### config.mk
export PLATFORM = sky130hd
export DESIGN_NAME = stereo_pdm_mic_input
export DESIGN_NICKNAME = d
export VERILOG_FILES = /design/src/pdm_mic_pkg.sv /design/src/sample_fifo.sv /design/src/pdm_gain_scale.sv /design/src/stereo_pdm_mic_input.sv
export SDC_FILE = /design/constraint.sdc
export NUM_CORES = 1
export LEC_CHECK = 0
export BUFFER_PORTS_ARGS = -buffer_cell sky130_fd_sc_hd__buf_2
export CAP_MARGIN = 20
export CORE_MARGIN = 1.5
export CORE_UTILIZATION = 40
export CTS_CLUSTER_DIAMETER = 40
export CTS_CLUSTER_SIZE = 8
export DETAILED_ROUTE_END_ITERATION = 7
export GPL_TIMING_DRIVEN = 0
export PLACE_DENSITY_LB_ADDON = 0.2
export SLEW_MARGIN = 20
export SYNTH_ARGS = -nofsm -noshare
export SYNTH_HDL_FRONTEND = slang
export SYNTH_SLANG_ARGS = --single-unit
### constraint.sdc
create_clock -name clock -period 6.9 [get_ports clock]
set_input_delay 0.345 -clock clock [delete_from_list [all_inputs] [get_ports clock]]
set_output_delay 0.345 -clock clock [all_outputs]
set_load 0.02 [all_outputs]
### src/pdm_mic_pkg.sv
// Shared constants, register map and sample types of the stereo PDM microphone input.
// Assumes a 200 MHz system clock and a 32-bit APB register bus.
package pdm_mic_pkg;
  // Register indices; the byte address is four times the index.
  localparam int IDX_OVERSAMPLE = 'h0A;
  localparam int IDX_POWER_SIX = 'h12;
  localparam int IDX_VOL_LEFT = 'h24;
  localparam int IDX_VOL_RIGHT = 'h25;
  localparam int IDX_IF_CTRL = 'h27;
  localparam int IDX_CLK_PIN = 'h28;
  localparam int IDX_STATUS = 'h29;
  localparam int ADDR_W = 8;
  localparam logic [ADDR_W-1:0] ADDR_OVERSAMPLE = ADDR_W'(IDX_OVERSAMPLE * 4);
  localparam logic [ADDR_W-1:0] ADDR_POWER_SIX = ADDR_W'(IDX_POWER_SIX * 4);
  localparam logic [ADDR_W-1:0] ADDR_VOL_LEFT = ADDR_W'(IDX_VOL_LEFT * 4);
  localparam logic [ADDR_W-1:0] ADDR_VOL_RIGHT = ADDR_W'(IDX_VOL_RIGHT * 4);
  localparam logic [ADDR_W-1:0] ADDR_IF_CTRL = ADDR_W'(IDX_IF_CTRL * 4);
  localparam logic [ADDR_W-1:0] ADDR_CLK_PIN = ADDR_W'(IDX_CLK_PIN * 4);
  localparam logic [ADDR_W-1:0] ADDR_STATUS = ADDR_W'(IDX_STATUS * 4);
  // Field positions.
  localparam int OSR_BIT = 0;
  localparam int LEFT_EN_BIT = 1;
  localparam int RIGHT_EN_BIT = 0;
  localparam int PDM_EN_BIT = 12;
  localparam int PIN_SEL_BIT = 11;
  localparam int COMMIT_BIT = 8;
  localparam int CLK_PIN_BIT = 0;
  localparam int ST_OVERRUN_BIT = 0;
  localparam int ST_EMPTY_BIT = 1;
  localparam int ST_ACTIVE_BIT = 2;
  // Reset values and gain codes.
  localparam logic OSR_RESET = 1'b1;
  localparam logic [7:0] GAIN_RESET = 8'hC0;
  localparam logic [7:0] GAIN_MUTE = 8'h00;
  localparam logic [7:0] GAIN_MAX = 8'hEF;
  localparam int GAIN_UNITY_SHIFT = 12;
  // Linear mantissa of 0.375 dB steps in Q8; sixteen steps make one octave.
  localparam logic [8:0] GAIN_MANTISSA [16] = '{9'h100, 9'h10B, 9'h117, 9'h122,
    9'h12F, 9'h13C, 9'h149, 9'h157, 9'h166, 9'h175, 9'h185, 9'h195, 9'h1A6, 9'h1B8,
    9'h1CB, 9'h1DF};
  // Timing: bit clock rate in Hz, converted to system clock cycles.
  localparam int SYS_CLK_HZ = 200_000_000;
  localparam int PDM_CLK_HZ = 2_500_000;
  localparam int HALF_CYCLES = SYS_CLK_HZ / (2 * PDM_CLK_HZ);
  localparam int MID_CYCLES = HALF_CYCLES / 2;
  localparam int OVERSAMPLE = 64;
  localparam int FIFO_DEPTH = 16;
  // One stereo sample pair.
  typedef struct packed {
    logic signed [15:0] left;
    logic signed [15:0] right;
  } stereo_sample_t;
  typedef logic [7:0] gain_code_t;
endpackage : pdm_mic_pkg

### src/sample_fifo.sv
// Synchronous FIFO with valid/ready on both sides.
// Assumes one clock; depth is a power of two.
`timescale 1ns/1ps
module sample_fifo #(
  parameter int WIDTH = 32,
  parameter int DEPTH = 16
) (
  // Clock and reset.
  input wire logic clock,
  input wire logic rst_n,
  // Filling side.
  input wire logic inValid,
  output logic inReady,
  input wire logic [WIDTH-1:0] inData,
  // Draining side.
  output logic outValid,
  input wire logic outReady,
  output logic [WIDTH-1:0] outData
);
  localparam int AW = $clog2(DEPTH);
  logic [WIDTH-1:0] mem [DEPTH];
  logic [AW:0] wrPtr_r;
  logic [AW:0] rdPtr_r;
  wire full = (wrPtr_r[AW] != rdPtr_r[AW]) && (wrPtr_r[AW-1:0] == rdPtr_r[AW-1:0]);
  wire empty = (wrPtr_r == rdPtr_r);
  wire push = inValid && !full;
  wire pop = outReady && !empty;

  // Flags and read data come straight from the pointers.
  assign inReady = !full;
  assign outValid = !empty;
  assign outData = mem[rdPtr_r[AW-1:0]];

  // Storage has no reset; only the pointers define the contents.
  always_ff @(posedge clock) begin
    if (push) begin
      mem[wrPtr_r[AW-1:0]] <= inData;
    end
  end

  // Pointer update.
  always_ff @(posedge clock or negedge rst_n) begin
    if (!rst_n) begin
      wrPtr_r <= '0;
      rdPtr_r <= '0;
    end else begin
      wrPtr_r <= wrPtr_r + (AW+1)'(push);
      rdPtr_r <= rdPtr_r + (AW+1)'(pop);
    end
  end

  property p_fifo_bound;
    @(posedge clock) disable iff (!rst_n) (AW+1)'(wrPtr_r - rdPtr_r) <= (AW+1)'(DEPTH);
  endproperty
  a_fifo_bound: assert property (p_fifo_bound) else $error("FIFO occupancy exceeds depth.");
endmodule : sample_fifo

### src/pdm_gain_scale.sv
// One channel of digital volume: 0.375 dB steps, mute at code zero.
// Assumes a signed 8-bit decimated sample and a code held stable by the caller.
`timescale 1ns/1ps
module pdm_gain_scale
  import pdm_mic_pkg::*;
(
  // Clock and reset.
  input wire logic clock,
  input wire logic rst_n,
  // Sample in.
  input wire logic inValid,
  input wire logic signed [7:0] inSample,
  input wire gain_code_t gainCode,
  // Scaled sample out.
  output logic outValid,
  output logic signed [15:0] outSample
);
  // Codes above the top step all give the top gain.
  wire gain_code_t clamped = (gainCode > GAIN_MAX) ? GAIN_MAX : gainCode;
  wire logic [8:0] mantissa = GAIN_MANTISSA[clamped[3:0]];
  wire logic signed [17:0] product = inSample * $signed({1'b0, mantissa});
  wire logic signed [31:0] wide = 32'(product);
  wire logic signed [31:0] shifted = (wide <<< clamped[7:4]) >>> GAIN_UNITY_SHIFT;
  // Saturate rather than wrap, since a wrap is an audible click.
  wire logic signed [15:0] saturated = (shifted > 32'sd32767) ? 16'sh7FFF :
    (shifted < -32'sd32768) ? -16'sh8000 : shifted[15:0];
  wire logic signed [15:0] scaled = (gainCode == GAIN_MUTE) ? 16'sh0000 : saturated;

  // Output register.
  always_ff @(posedge clock or negedge rst_n) begin
    if (!rst_n) begin
      outValid <= 1'b0;
      outSample <= '0;
    end else begin
      outValid <= inValid;
      outSample <= inValid ? scaled : outSample;
    end
  end

  property p_mute_zero;
    @(posedge clock) disable iff (!rst_n) (inValid && gainCode == GAIN_MUTE) |=> outSample == 0;
  endproperty
  a_mute_zero: assert property (p_mute_zero) else $error("Muted channel gave a nonzero sample.");
endmodule : pdm_gain_scale

### src/stereo_pdm_mic_input.sv
// Stereo PDM microphone receiver with APB registers, bit clock output and volume.
// Assumes an APB master on the same clock and microphones on the shared pins.
`timescale 1ns/1ps
module stereo_pdm_mic_input
  import pdm_mic_pkg::*;
#(
  parameter int HALF = HALF_CYCLES,
  parameter int DEPTH = FIFO_DEPTH
) (
  // Clock and reset.
  input wire logic clock,
  input wire logic rst_n,
  // APB slave.
  input wire logic psel,
  input wire logic penable,
  input wire logic pwrite,
  input wire logic [ADDR_W-1:0] paddr,
  input wire logic [31:0] pwdata,
  output logic [31:0] prdata,
  output logic pready,
  output logic pslverr,
  // Microphone pins.
  input wire logic pdmDataPinA,
  input wire logic pdmDataPinB,
  output logic pdmBitClock,
  // Analogue path samples, used while the microphone interface is off.
  input wire logic analogValid,
  output logic analogReady,
  input wire stereo_sample_t analogSample,
  // Audio processing input stream.
  output logic audioValid,
  input wire logic audioReady,
  output stereo_sample_t audioSample
);
  // Register state.
  logic osrSel_r;
  logic leftEn_r;
  logic rightEn_r;
  logic pdmEnable_r;
  logic pinSel_r;
  logic clkPinEn_r;
  logic overrun_r;
  gain_code_t pendGain_r [2];
  gain_code_t applGain_r [2];
  // APB decode.
  wire apbAccess = psel && penable && pready;
  wire apbWrite = apbAccess && pwrite;
  wire hitOsr = (paddr == ADDR_OVERSAMPLE);
  wire hitPwr = (paddr == ADDR_POWER_SIX);
  wire hitVolL = (paddr == ADDR_VOL_LEFT);
  wire hitVolR = (paddr == ADDR_VOL_RIGHT);
  wire hitCtrl = (paddr == ADDR_IF_CTRL);
  wire hitClk = (paddr == ADDR_CLK_PIN);
  wire hitStat = (paddr == ADDR_STATUS);
  wire mapped = hitOsr | hitPwr | hitVolL | hitVolR | hitCtrl | hitClk | hitStat;
  wire commit = apbWrite && (hitVolL || hitVolR) && pwdata[COMMIT_BIT];
  wire logic fifoEmpty;
  wire logic [31:0] readMux = hitOsr ? 32'(osrSel_r) << OSR_BIT :
    hitPwr ? (32'(leftEn_r) << LEFT_EN_BIT) | (32'(rightEn_r) << RIGHT_EN_BIT) :
    hitVolL ? 32'(pendGain_r[0]) :
    hitVolR ? 32'(pendGain_r[1]) :
    hitCtrl ? (32'(pdmEnable_r) << PDM_EN_BIT) | (32'(pinSel_r) << PIN_SEL_BIT) :
    hitClk ? 32'(clkPinEn_r) << CLK_PIN_BIT :
    hitStat ? (32'(overrun_r) << ST_OVERRUN_BIT) | (32'(fifoEmpty) << ST_EMPTY_BIT) |
      (32'(pdmEnable_r) << ST_ACTIVE_BIT) : 32'h0000_0000;

  // One wait state: pready rises in the second access cycle and drops after.
  always_ff @(posedge clock or negedge rst_n) begin
    if (!rst_n) begin
      pready <= 1'b0;
      prdata <= 32'h0000_0000;
      pslverr <= 1'b0;
    end else begin
      pready <= psel && penable && !pready;
      prdata <= (psel && penable && !pready && !pwrite) ? readMux : 32'h0000_0000;
      pslverr <= psel && penable && !pready && !mapped;
    end
  end

  // Control registers; oversample bit comes up at its reserved value.
  always_ff @(posedge clock or negedge rst_n) begin
    if (!rst_n) begin
      osrSel_r <= OSR_RESET;
      leftEn_r <= 1'b0;
      rightEn_r <= 1'b0;
      pdmEnable_r <= 1'b0;
      pinSel_r <= 1'b0;
      clkPinEn_r <= 1'b0;
    end else if (apbWrite) begin
      if (hitOsr) osrSel_r <= pwdata[OSR_BIT];
      if (hitPwr) leftEn_r <= pwdata[LEFT_EN_BIT];
      if (hitPwr) rightEn_r <= pwdata[RIGHT_EN_BIT];
      if (hitCtrl) pdmEnable_r <= pwdata[PDM_EN_BIT];
      if (hitCtrl) pinSel_r <= pwdata[PIN_SEL_BIT];
      if (hitClk) clkPinEn_r <= pwdata[CLK_PIN_BIT];
    end
  end

  // Synchronizer, bit clock and per-channel state.
  logic sync1_r [2];
  logic sync2_r [2];
  wire logic [1:0] pinsIn = {pdmDataPinB, pdmDataPinA};
  logic [$clog2(HALF)-1:0] phaseCnt_r;
  // The midpoint follows HALF itself, so a shortened phase still samples in its middle.
  localparam int MID = HALF / 2;
  // The pair leaves one cycle after the frame's last right sample, so that sample counts.
  logic frameDone_r;
  logic [$clog2(OVERSAMPLE)-1:0] frameCnt_r;
  logic [$clog2(OVERSAMPLE):0] ones_r [2];
  wire logic [1:0] chanEn = {rightEn_r, leftEn_r};
  wire logic selData = pinSel_r ? sync2_r[1] : sync2_r[0];
  wire runClock = pdmEnable_r && clkPinEn_r;
  wire phaseEnd = runClock && (phaseCnt_r == ($clog2(HALF))'(HALF - 1));
  wire sampleTick = runClock && (phaseCnt_r == ($clog2(HALF))'(MID));
  // The reserved oversample setting gives no valid decimation, so output stays idle.
  wire decimating = sampleTick && !osrSel_r;
  wire frameEnd = decimating && !pdmBitClock &&
    (frameCnt_r == ($clog2(OVERSAMPLE))'(OVERSAMPLE - 1));
  logic [1:0] scaledValid;
  logic signed [15:0] scaled [2];

  genvar ch;
  generate
    for (ch = 0; ch < 2; ch++) begin : g_chan
      // Two flops per pin; only the second is read downstream.
      always_ff @(posedge clock or negedge rst_n) begin
        if (!rst_n) begin
          sync1_r[ch] <= 1'b0;
          sync2_r[ch] <= 1'b0;
        end else begin
          sync1_r[ch] <= pinsIn[ch];
          sync2_r[ch] <= sync1_r[ch];
        end
      end
      // Channel 0 (left) takes high-phase samples, channel 1 (right) low-phase ones.
      wire myPhase = (pdmBitClock == (ch == 0));
      wire logic [$clog2(OVERSAMPLE):0] onesNxt = frameDone_r ? '0 :
        (decimating && myPhase) ? ones_r[ch] + ($clog2(OVERSAMPLE)+1)'(selData) : ones_r[ch];
      always_ff @(posedge clock or negedge rst_n) begin
        if (!rst_n) begin
          ones_r[ch] <= '0;
        end else begin
          ones_r[ch] <= chanEn[ch] ? onesNxt : '0;
        end
      end
      // Density of ones maps to a signed sample centred on zero.
      wire logic signed [7:0] pcm = chanEn[ch] ?
        $signed(8'(ones_r[ch] + ($clog2(OVERSAMPLE)+1)'(ones_r[ch])) - 8'(OVERSAMPLE)) : 8'sh00;
      pdm_gain_scale u_gain (
        .clock(clock),
        .rst_n(rst_n),
        .inValid(frameDone_r),
        .inSample(pcm),
        .gainCode(applGain_r[ch]),
        .outValid(scaledValid[ch]),
        .outSample(scaled[ch])
      );
      // A commit moves both pending codes at once, including the one being written.
      wire hitMine = (ch == 0) ? hitVolL : hitVolR;
      wire gain_code_t pendNxt = (apbWrite && hitMine) ? pwdata[7:0] : pendGain_r[ch];
      always_ff @(posedge clock or negedge rst_n) begin
        if (!rst_n) begin
          pendGain_r[ch] <= GAIN_RESET;
          applGain_r[ch] <= GAIN_RESET;
        end else begin
          pendGain_r[ch] <= pendNxt;
          applGain_r[ch] <= commit ? pendNxt : applGain_r[ch];
        end
      end
    end
  endgenerate

  // Bit clock divider; the output stays low whenever the interface is off.
  always_ff @(posedge clock or negedge rst_n) begin
    if (!rst_n) begin
      phaseCnt_r <= '0;
      pdmBitClock <= 1'b0;
      frameCnt_r <= '0;
      frameDone_r <= 1'b0;
    end else if (!runClock) begin
      phaseCnt_r <= '0;
      pdmBitClock <= 1'b0;
      frameCnt_r <= '0;
      frameDone_r <= 1'b0;
    end else begin
      frameDone_r <= frameEnd;
      phaseCnt_r <= phaseEnd ? '0 : phaseCnt_r + 1'b1;
      pdmBitClock <= phaseEnd ? !pdmBitClock : pdmBitClock;
      frameCnt_r <= (decimating && !pdmBitClock) ? frameCnt_r + 1'b1 : frameCnt_r;
    end
  end

  // Source select: microphone pairs or analogue samples feed the FIFO.
  stereo_sample_t pend_r;
  logic pendValid_r;
  wire logic fifoInReady;
  wire fifoInValid = pdmEnable_r ? pendValid_r : analogValid;
  wire stereo_sample_t fifoInData = pdmEnable_r ? pend_r : analogSample;
  wire pairReady = scaledValid[0];
  wire drained = pendValid_r && fifoInReady;
  // The microphones cannot be stalled, so a full FIFO loses a pair and flags it.
  wire lostPair = pairReady && pendValid_r && !fifoInReady;
  wire clearOverrun = apbWrite && hitStat && pwdata[ST_OVERRUN_BIT];
  assign analogReady = !pdmEnable_r && fifoInReady;

  // Holding register for one scaled pair while the FIFO is full.
  always_ff @(posedge clock or negedge rst_n) begin
    if (!rst_n) begin
      pend_r <= '0;
      pendValid_r <= 1'b0;
      overrun_r <= 1'b0;
    end else begin
      pend_r <= (pairReady && !lostPair) ? {scaled[0], scaled[1]} : pend_r;
      pendValid_r <= pdmEnable_r && ((pairReady && !lostPair) || (pendValid_r && !drained));
      overrun_r <= lostPair || (overrun_r && !clearOverrun);
    end
  end

  sample_fifo #(
    .WIDTH($bits(stereo_sample_t)),
    .DEPTH(DEPTH)
  ) u_fifo (
    .clock(clock),
    .rst_n(rst_n),
    .inValid(fifoInValid),
    .inReady(fifoInReady),
    .inData(fifoInData),
    .outValid(audioValid),
    .outReady(audioReady),
    .outData(audioSample)
  );
  assign fifoEmpty = !audioValid;

  property p_clock_idle;
    @(posedge clock) disable iff (!rst_n) !pdmEnable_r |=> !pdmBitClock;
  endproperty
  a_clock_idle: assert property (p_clock_idle) else $error("Bit clock moved while off.");
  property p_clock_period;
    @(posedge clock) disable iff (!rst_n)
      $changed(pdmBitClock) && $past(runClock) |-> $past(phaseCnt_r) == HALF - 1;
  endproperty
  a_clock_period: assert property (p_clock_period) else $error("Bit clock half period wrong.");
  property p_pin_path;
    @(posedge clock) disable iff (!rst_n)
      $past(rst_n, 2) |-> selData == (pinSel_r ? $past(pdmDataPinB, 2) : $past(pdmDataPinA, 2));
  endproperty
  a_pin_path: assert property (p_pin_path) else $error("Data pin path wrong.");
  property p_mid_sample;
    @(posedge clock) disable iff (!rst_n)
      sampleTick |-> phaseCnt_r == MID && pdmBitClock == $past(pdmBitClock, 2);
  endproperty
  a_mid_sample: assert property (p_mid_sample) else $error("Sample not at mid phase.");
  property p_chan_off;
    @(posedge clock) disable iff (!rst_n) !leftEn_r ##1 !leftEn_r |-> ones_r[0] == 0;
  endproperty
  a_chan_off: assert property (p_chan_off) else $error("Disabled left channel ran.");
  property p_commit_both;
    @(posedge clock) disable iff (!rst_n)
      commit |=> applGain_r[0] == pendGain_r[0] && applGain_r[1] == pendGain_r[1];
  endproperty
  a_commit_both: assert property (p_commit_both) else $error("Commit did not apply both.");
  property p_store_only;
    @(posedge clock) disable iff (!rst_n)
      !commit |=> applGain_r[0] == $past(applGain_r[0]) && applGain_r[1] == $past(applGain_r[1]);
  endproperty
  a_store_only: assert property (p_store_only) else $error("Gain changed without commit.");
  // The analogue stream must be refused while the microphones own the audio input.
  property p_analog_blocked;
    @(posedge clock) disable iff (!rst_n) pdmEnable_r |-> !analogReady;
  endproperty
  a_analog_blocked: assert property (p_analog_blocked) else $error("Analogue taken while on.");
  // A pair is handed on only just after a low-phase sample closed the frame.
  property p_frame_close;
    @(posedge clock) disable iff (!rst_n) frameDone_r |-> !pdmBitClock && frameCnt_r == 0;
  endproperty
  a_frame_close: assert property (p_frame_close) else $error("Pair handed on mid-frame.");
endmodule : stereo_pdm_mic_input

# After elaboration in Yosys (flattened, before gate mapping)
# Memories as Yosys holds them, arrays and structs flattened.
# Index checks and enable logic that the tools add are counted.
# Widths: inputs -> output; s select.
[totals]
ramBits = 512
mem_count = 3
wordCells = 180
register_bits = 162
inputBits = 81
out_inout_bits = 69
mem_bits_ro = 288
[classes]
magnitude_cmp = 8
add_sub_neg = 10
shift = 2
n_reduce_logical = 51
mul = 2
n_eq_ne = 17
bitwise_logic = 13
mux = 42
[mem_list]
columns = ["memory", "depth", "word_bits", "rd", "rd_ports_with_merged_regs", "write_ports", "line", "source"]
rows = [
  ["u_fifo.mem", 16, 32, 1, 0, 1, "sample_fifo.sv:21", "logic [WIDTH-1:0] mem [DEPTH];"],
  ["(no name shown)", 16, 9, 1, 0, 0, "pdm_gain_scale.sv:20", "wire logic [8:0] mantissa = GAIN_MANTISSA[clamped[3:0]];"],
  ["(no name shown)", 16, 9, 1, 0, 0, "pdm_gain_scale.sv:20", ""],
]
[ops]
columns = ["op", "n"]
rows = [
  ["$mux 16", 6],
  ["$mux 13", 6],
  ["$sshl 18x4->32", 2],
  ["$mux 8", 6],
  ["$mux 7", 6],
  ["$eq 8x8->1 const B", 5],
  ["$gt 20x16->1 const B", 2],
  ["$lt 20x16->1 const B", 2],
  ["$mul 8x10->18", 2],
  ["$mux 9", 4],
  ["$mux 32", 1],
  ["$logic_and 1x1->1", 31],
  ["$mux 6", 4],
  ["$add 7x7->8", 2],
  ["$gt 8x8->1 const B", 2],
  ["$logic_not 8->1", 2],
  ["$sub 8x7->8 const B", 2],
  ["$add 7x1->7", 2],
  ["$or 13x12->13", 1],
  ["$add 6x1->6 const B", 2],
  ["$eq 6x6->1 const B", 2],
  ["$logic_not 1->1", 11],
  ["$add 5x1->5", 2],
  ["$ge 5x5->1 const B", 2],
  ["18 further kinds", 38],
]

# Longest topological paths before layout
[depth]
ltp_word = 12
ltp_mapped = 31
depth_no_buf = 28

# Cells and area by module
# From an unflattened synthesis, not the netlist that was laid out.
[unflattened]
cells_unflattened = 2644
hier_area_um2 = 35312.6
[modules_own_cells]
columns = ["module", "n_inst", "area_per_inst_um2", "cells_per_inst", "seq_area_each_um2"]
rows = [
  ["sample_fifo", 1, 20191.9, 988, 15625.0],
  ["stereo_pdm_mic_input", 1, 5805.6, 492, 2914.0],
  ["pdm_gain_scale (g_chan[0].u_gain)", 1, 4820.9, 616, 425.4],
  ["pdm_gain_scale (g_chan[1].u_gain)", 1, 4494.3, 548, 425.4],
]

# Least setup slack after synthesis
# No wires, ideal clock.
[synth_timing]
path_type = "register -> register"
from = "register applGain_r[14] in the netlist's numbering"
to = "register g_chan[0].u_gain.outSample[13]"
n_path_buf = 2
path_slack_ps = -387
required_time_ps = 6776
stages_incl_launch_ff = 29
period_less_slack_ps = 7287
setup_ps = 124
arrival_time_ps = 7163
cell_sequence = "dfstp_2 > clkbuf_1 > nand3_1 > nor2_1 > nor2_1 > ha_1 > nand2b_1 > a21oi_1 > a31o_2 > nor2_1 > nand2_1 > fa_1 > fa_1 > inv_1 > fa_1 > inv_1 > fa_1 > inv_1 > ha_1 > buf_2 > a21o_1 > a21oi_1 > a21oi_1 > or3_1 > and2_1 > mux4_2 > mux2_2 > o21ba_1 > a211o_1"
[synth_via]
elab_chain_len = 12
word_cells_on_any_way = 14
classes_between = "mul: 1; order compare: 3; shift: 1; mux: 6; bitwise: 1; reduce/logical: 1; memory: 1"
[synth_rtl]
columns = ["item", "line", "source"]
rows = [
  ["from (decl)", "stereo_pdm_mic_input.sv:44", "gain_code_t applGain_r [2];"],
  ["from (signal, indexed assignment)", "stereo_pdm_mic_input.sv:167", "applGain_r[ch] <= commit ? pendNxt : applGain_r[ch];"],
  ["$gt 8x8->1", "pdm_gain_scale.sv:19", "wire gain_code_t clamped = (gainCode > GAIN_MAX) ? GAIN_MAX : gainCode;"],
  ["$mux 8", "pdm_gain_scale.sv:19", ""],
  ["$not 4->5 (not written as such)", "pdm_gain_scale.sv:20", ""],
  ["$mem_v2 16x9", "-", ""],
  ["$mux 9 (not written as such) (2 in series)", "pdm_gain_scale.sv:20", ""],
  ["$mul 8x10->18", "pdm_gain_scale.sv:21", "wire logic signed [17:0] product = inSample * $signed({1'b0, mantissa});"],
  ["$sshl 18x4->32", "pdm_gain_scale.sv:23", "wire logic signed [31:0] shifted = (wide <<< clamped[7:4]) >>> GAIN_UNITY_SHIFT;"],
  ["$lt 20x16->1", "pdm_gain_scale.sv:26", "(shifted < -32'sd32768) ? -16'sh8000 : shifted[15:0];"],
  ["$mux 16", "pdm_gain_scale.sv:26", ""],
  ["$mux 16", "pdm_gain_scale.sv:25", "wire logic signed [15:0] saturated = (shifted > 32'sd32767) ? 16'sh7FFF :"],
  ["$mux 16 (*)", "pdm_gain_scale.sv:27", "wire logic signed [15:0] scaled = (gainCode == GAIN_MUTE) ? 16'sh0000 : saturated;"],
  ["to (signal assigned)", "pdm_gain_scale.sv:36", "outSample <= inValid ? scaled : outSample;"],
  ["to (decl)", "pdm_gain_scale.sv:16", "output logic signed [15:0] outSample"],
]
# Mark *: on every way between the ends. The rest lies on a longest branch, timed or not. The select of a mux whose other input is x is not followed.
# A chain may end at the register's enable or synchronous reset.

# Final worst setup path
[layout_timing]
from = "register applGain_r[7] in the netlist's numbering"
to = "register g_chan[1].u_gain.outSample[4]"
[layout_via]
elab_chain_len = 12
word_cells_on_any_way = 14
classes_between = "mul: 1; order compare: 3; shift: 1; mux: 6; bitwise: 1; reduce/logical: 1; memory: 1"
[layout_rtl]
columns = ["item", "line"]
rows = [
  ["$gt 8x8->1", "pdm_gain_scale.sv:19"],
  ["$mux 8", "pdm_gain_scale.sv:19"],
  ["$not 4->5 (not written as such)", "pdm_gain_scale.sv:20"],
  ["$mem_v2 16x9", "-"],
  ["$mux 9 (not written as such) (2 in series)", "pdm_gain_scale.sv:20"],
  ["$mul 8x10->18", "pdm_gain_scale.sv:21"],
  ["$sshl 18x4->32", "pdm_gain_scale.sv:23"],
  ["$lt 20x16->1", "pdm_gain_scale.sv:26"],
  ["$mux 16", "pdm_gain_scale.sv:26"],
  ["$mux 16", "pdm_gain_scale.sv:25"],
  ["$mux 16 (*)", "pdm_gain_scale.sv:27"],
  ["to (signal assigned)", "pdm_gain_scale.sv:36"],
  ["to (decl)", "pdm_gain_scale.sv:16"],
]
# Marks and branches as above.

==> report_table.html <==
<table>
<tr><th>Metric</th><th>Value</th></tr>
<tr><th colspan="2">Logic synthesis</th></tr>
<tr><td>Synthesized-area fraction occupied by ao, oa, aoi and oai cells</td><td>0.0855</td></tr>
<tr><td>Yosys warning total</td><td>0</td></tr>
<tr><td>Number of flops mapped to enable cells by yosys</td><td>512</td></tr>
<tr><td>Synthesized instance count</td><td>2501</td></tr>
<tr><td>Adder-cell share of the synthesized area</td><td>0.0805</td></tr>
<tr><td>Share of the yosys chip area belonging to registers</td><td>0.577</td></tr>
<tr><td>Multiplexer area fraction after synthesis</td><td>0.136</td></tr>
<tr><td>Combinational family with the most area after synthesis</td><td>multiplexers</td></tr>
<tr><td>Mapped Area</td><td>33600 um2</td></tr>
<tr><td>Unique cell type count in the Yosys netlist</td><td>88</td></tr>
<tr><td>Post-synth top flop</td><td>sky130_fd_sc_hd__edfxtp_1</td></tr>
<tr><td>Share of the synthesized netlist area taken by xor and xnor gates</td><td>0.0130</td></tr>
<tr><td>Share of async-settable or async-resettable flops after synthesis</td><td>0.237</td></tr>
<tr><td>Simple-gate portion of the synthesized area</td><td>0.0705</td></tr>
<tr><td>Average size of a mapped cell</td><td>13.4 um2</td></tr>
<tr><td>Synthesis-stage register bit count</td><td>671</td></tr>
<tr><th colspan="2">Floorplanning</th></tr>
<tr><td>CORE AREA</td><td>83400 um2</td></tr>
<tr><td>Horizontal extent of the die</td><td>293 um</td></tr>
<tr><td>Starting utilization of the core area</td><td>0.403</td></tr>
<tr><td>Area of the die</td><td>85700 um2</td></tr>
<tr><td>Number of rows in the core area</td><td>106</td></tr>
<tr><td>Top-level port count</td><td>150</td></tr>
<tr><td>Die Y-Extent</td><td>293 um</td></tr>
<tr><th colspan="2">Critical path</th></tr>
<tr><td>Required @ worst endpoint</td><td>7390 ps</td></tr>
<tr><td>Dominant cell type by count on the critical path</td><td>sky130_fd_sc_hd__fa_1</td></tr>
<tr><td>Setup Crit Path Kind</td><td>reg2reg</td></tr>
<tr><td>Slowest Stage Delay on Critical Path</td><td>560 ps</td></tr>
<tr><td>Max stage delay cell, worst path</td><td>sky130_fd_sc_hd__dfstp_2</td></tr>
<tr><td>Worst endpoint data arrival time</td><td>7250 ps</td></tr>
<tr><td>Critical Path Source Type</td><td>flip-flop</td></tr>
<tr><td>Crit-path max FO</td><td>5</td></tr>
<tr><td>CP Capture Type</td><td>flip-flop</td></tr>
<tr><th colspan="2">Cells and area</th></tr>
<tr><td>Final design instance area without fill</td><td>41400 um2</td></tr>
<tr><td>Layout Cells excl Fill</td><td>4001</td></tr>
<tr><td>Count of antenna diodes in the layout</td><td>0</td></tr>
<tr><td>Area delta synth-&gt;final</td><td>23.2%</td></tr>
<tr><td>Layout fillers</td><td>7114</td></tr>
<tr><td>Final net count</td><td>3125</td></tr>
<tr><td>Share of post-route cells with drive strength above 1</td><td>0.279</td></tr>
<tr><td>Final core area utilization</td><td>0.496</td></tr>
<tr><th colspan="2">Timing</th></tr>
<tr><td>Worst-case clock skew</td><td>61.0 ps</td></tr>
<tr><td>Endpoints failing hold</td><td>0</td></tr>
<tr><td>Final worst path period need</td><td>6760 ps</td></tr>
<tr><td>Remaining max-slew budget at the tightest pin</td><td>0.240</td></tr>
<tr><td>Actual slew at the worst max-slew pin</td><td>1130 ps</td></tr>
<tr><td>RSZ-0062 raised after global routing</td><td>true</td></tr>
<tr><td>Count of final max-slew check failures</td><td>0</td></tr>
<tr><td>Max Freq</td><td>0.148 GHz</td></tr>
<tr><td>Final worst-path cycle share</td><td>0.980</td></tr>
<tr><td>Final count of negative-setup-slack endpoints</td><td>0</td></tr>
<tr><th colspan="2">CTS</th></tr>
<tr><td>Clk sink count</td><td>671</td></tr>
<tr><td>CTS H-tree lvls</td><td>3</td></tr>
<tr><td>CTS tree</td><td>built</td></tr>
<tr><td>Reg clk slew, reported paths</td><td>50 ps</td></tr>
<tr><td>Number of buffers between clock root and the deepest sink</td><td>3</td></tr>
<tr><td>CTS Buf Count</td><td>105</td></tr>
<tr><td>Cell at the root of the clock tree</td><td>sky130_fd_sc_hd__clkbuf_16</td></tr>
<tr><td>Later-pin clock latency in the skew report</td><td>680 ps</td></tr>
<tr><th colspan="2">Placed design</th></tr>
<tr><td>Port bufs</td><td>105</td></tr>
<tr><td>Routability congestion estimate from global placement</td><td>0.866</td></tr>
<tr><td>Standard cell area after detailed placement</td><td>36400 um2</td></tr>
<tr><td>Post-detailed-placement half-perimeter wirelength</td><td>64.8 mm</td></tr>
<tr><td>Post-Place Cells</td><td>3749</td></tr>
<tr><th colspan="2">Hold path</th></tr>
<tr><td>Worst min-delay path class</td><td>in2reg</td></tr>
<tr><th colspan="2">Power</th></tr>
<tr><td>Overall power</td><td>13200 uW</td></tr>
<tr><td>Leakage power</td><td>0.0163 uW</td></tr>
<tr><td>Pwr dens</td><td>318 nW/um2</td></tr>
<tr><td>Peak supply drop</td><td>0.246 mV</td></tr>
<tr><th colspan="2">Drt</th></tr>
<tr><td>Post-detailed-route DRC marker count</td><td>0</td></tr>
<tr><td>Number of nets with antenna violations after routing</td><td>0</td></tr>
<tr><td>Drt pass-1 iters</td><td>5</td></tr>
<tr><td>First-iteration detailed-routing DRC count</td><td>1523</td></tr>
<tr><td>Number of vias after detailed routing</td><td>21.8k</td></tr>
<tr><td>Routed wire per std cell</td><td>22.8 um</td></tr>
<tr><td>Final wirelength</td><td>91.1 mm</td></tr>
<tr><td>Number of vias per cell after detailed routing</td><td>5.45</td></tr>
<tr><th colspan="2">GRT</th></tr>
<tr><td>Number of antenna violations at the first check in global routing</td><td>9</td></tr>
<tr><td>Aggregate global-route resource usage</td><td>0.211</td></tr>
<tr><td>Via count of the first global-routing pass</td><td>22.5k</td></tr>
<tr><td>Total congestion overflow after global routing</td><td>0</td></tr>
<tr><td>First-pass GRT wire length</td><td>136 mm</td></tr>
<tr><td>Largest net degree at the start of global routing</td><td>101</td></tr>
<tr><th colspan="2">Flow run</th></tr>
<tr><td>Maxcap violations</td><td>0</td></tr>
<tr><th colspan="2">Run status</th></tr>
<tr><td>Result of the run</td><td>finished, final reports clean</td></tr>
</table>
## where the power goes
| part | switching [uW] | internal (uW) | total (uW) |
|---|---|---|---|
| logic | 2300 | 1290 | 3580 |
| registers | 91.8 | 4720 | 4810 |
| clock network | 1780 | 2980 | 4760 |
| total | 4170 | 8980 | 13200 |
## synthesized netlist by cell type, types with 10 or more instances
| cell | number | share of area |
|---|---|---|
| sky130_fd_sc_hd__xor2_1 | 26 | 0.0068 |
| sky130_fd_sc_hd__a21o_1 | 12 | 0.0027 |
| sky130_fd_sc_hd__nor2b_1 | 10 | 0.0019 |
| sky130_fd_sc_hd__a21oi_1 | 95 | 0.014 |
| sky130_fd_sc_hd__a221oi_1 | 35 | 0.0091 |
| sky130_fd_sc_hd__inv_1 | 170 | 0.019 |
| sky130_fd_sc_hd__xnor2_1 | 24 | 0.0063 |
| sky130_fd_sc_hd__nand2_1 | 166 | 0.019 |
| sky130_fd_sc_hd__o221ai_2 | 11 | 0.0049 |
| sky130_fd_sc_hd__and2_1 | 17 | 0.0032 |
| sky130_fd_sc_hd__or3_1 | 14 | 0.0026 |
| sky130_fd_sc_hd__edfxtp_1 | 512 | 0.46 |
| sky130_fd_sc_hd__o21ai_0 | 102 | 0.015 |
| sky130_fd_sc_hd__nor3_1 | 17 | 0.0025 |
| sky130_fd_sc_hd__nand2b_1 | 20 | 0.0037 |
| sky130_fd_sc_hd__buf_4 | 23 | 0.0051 |
| sky130_fd_sc_hd__buf_1 | 18 | 0.0020 |
| sky130_fd_sc_hd__a22oi_1 | 41 | 0.0092 |
| sky130_fd_sc_hd__mux2_2 | 134 | 0.045 |
| sky130_fd_sc_hd__nand3_1 | 41 | 0.0061 |
| sky130_fd_sc_hd__dfrtp_1 | 150 | 0.11 |
| sky130_fd_sc_hd__clkbuf_1 | 89 | 0.0099 |
| sky130_fd_sc_hd__nand4_1 | 15 | 0.0028 |
| sky130_fd_sc_hd__fa_1 | 72 | 0.043 |
| sky130_fd_sc_hd__ha_1 | 101 | 0.038 |
| sky130_fd_sc_hd__o211ai_1 | 14 | 0.0031 |
| sky130_fd_sc_hd__mux2i_1 | 146 | 0.044 |
| sky130_fd_sc_hd__mux4_2 | 70 | 0.047 |
| sky130_fd_sc_hd__nor2_1 | 195 | 0.022 |
## stage by stage
stage / worst slack [ps] / hold WS (ps) / setup TNS (ps)
floorplan: 0.561 / 49.4 / 0
global placement: -1220 / 333 / -57030
detailed placement: -1180 / 304 / -34310
CTS: 0.161 / 9.34 / 0
global route: -86.5 / 31.6 / -974
finish: 136 / 39.7 / 0
## final timing paths
path	from	end	slack (ps)	cells past startpoint
setup / recovery	applGain_r[7]	g_chan[1].u_gain.outSample[4]	140	28
hold / removal	pwdata[1]	pendGain_r[9]	40	2
setup reg to reg	applGain_r[7]	g_chan[1].u_gain.outSample[4]	140	28
hold reg to reg	sync1_r[1]	sync2_r[1]	340	0
max in group asynchronous	rst_n	u_fifo.wrPtr_r[3]	5800	3
min in group asynchronous	rst_n	ones_r[9]	230	2
## kinds of logic after synthesis
logic type | Yosys count
other | 1
AO/OA/AOI/OAI | 415
flip-flops | 671
multiplexers | 351
adder cells (fa/ha/maj) | 173
buffers and inverters | 311
AND/OR/NAND/NOR | 529
XOR/XNOR | 50
## area by class of cell
cell class / count / area [um2] / area share
repair buffers: 248 / 2050 / 0.0495
well taps: 1080 / 1350 / 0.0326
multi-input cells: 1541 / 14100 / 0.341
clock buffers: 127 / 2750 / 0.0664
plain buffers: 130 / 658 / 0.0159
clock inverters: 30 / 440 / 0.0106
flip-flops and latches: 671 / 19400 / 0.468
inverters: 174 / 663 / 0.0160
## state kept, by name, indices dropped and copies added, names as in the netlist, 2 cells and up
register / cells
u_fifo.mem: 512
g_chan.u_gain.outSample: 32
pend_r: 32
applGain_r: 16
pendGain_r: 16
ones_r: 14
prdata: 10
frameCnt_r: 6
phaseCnt_r: 6
u_fifo.rdPtr_r: 5
u_fifo.wrPtr_r: 5
sync1_r: 2
sync2_r: 2
## critical path, delay by kind of cell (launching register included)
family,cells,cell delay (ps)
buffers and inverters,7,600
adder cells (fa/ha/maj),6,2350
XOR/XNOR,1,200
AO/OA/AOI/OAI,8,1500
AND/OR/NAND/NOR,5,1110
flip-flops,1,560
multiplexers,1,310
## repair_timing
action | CTS | global route
pin swaps | 33 | 86
hold buffers | 11 | 0
setup endpoints to repair | 31 | 30
buffers inserted | 39 | 50
cloned | 0 | 3
resized for setup | 84 | 142
hold endpoints to repair | 74 | 0
## placed cells by master, fill, tap and decap left out, drive strengths merged, types with 20 or more instances in the layout
master and count:
edfxtp 512, buf 284, clkbuf 210, nor2 195, inv 172, nand2 166, dfrtp 150, mux2i 146
mux2 135, o21ai 110, ha 101, a21oi 100, fa 72, mux4 70, a22oi 41, nand3 41
a221oi 36, xor2 26, clkinv 25, xnor2 24, conb 22, nand2b 20
## layer usage
metal  share of wire  wire, um  global-route usage
met5          0.0010        93                   0
met3           0.060      5450              0.0456
met1            0.41     37500               0.266
met2            0.51     46300               0.368
met4           0.020      1800              0.0498
No activity file was read; power rests on OpenSTA's default activity.
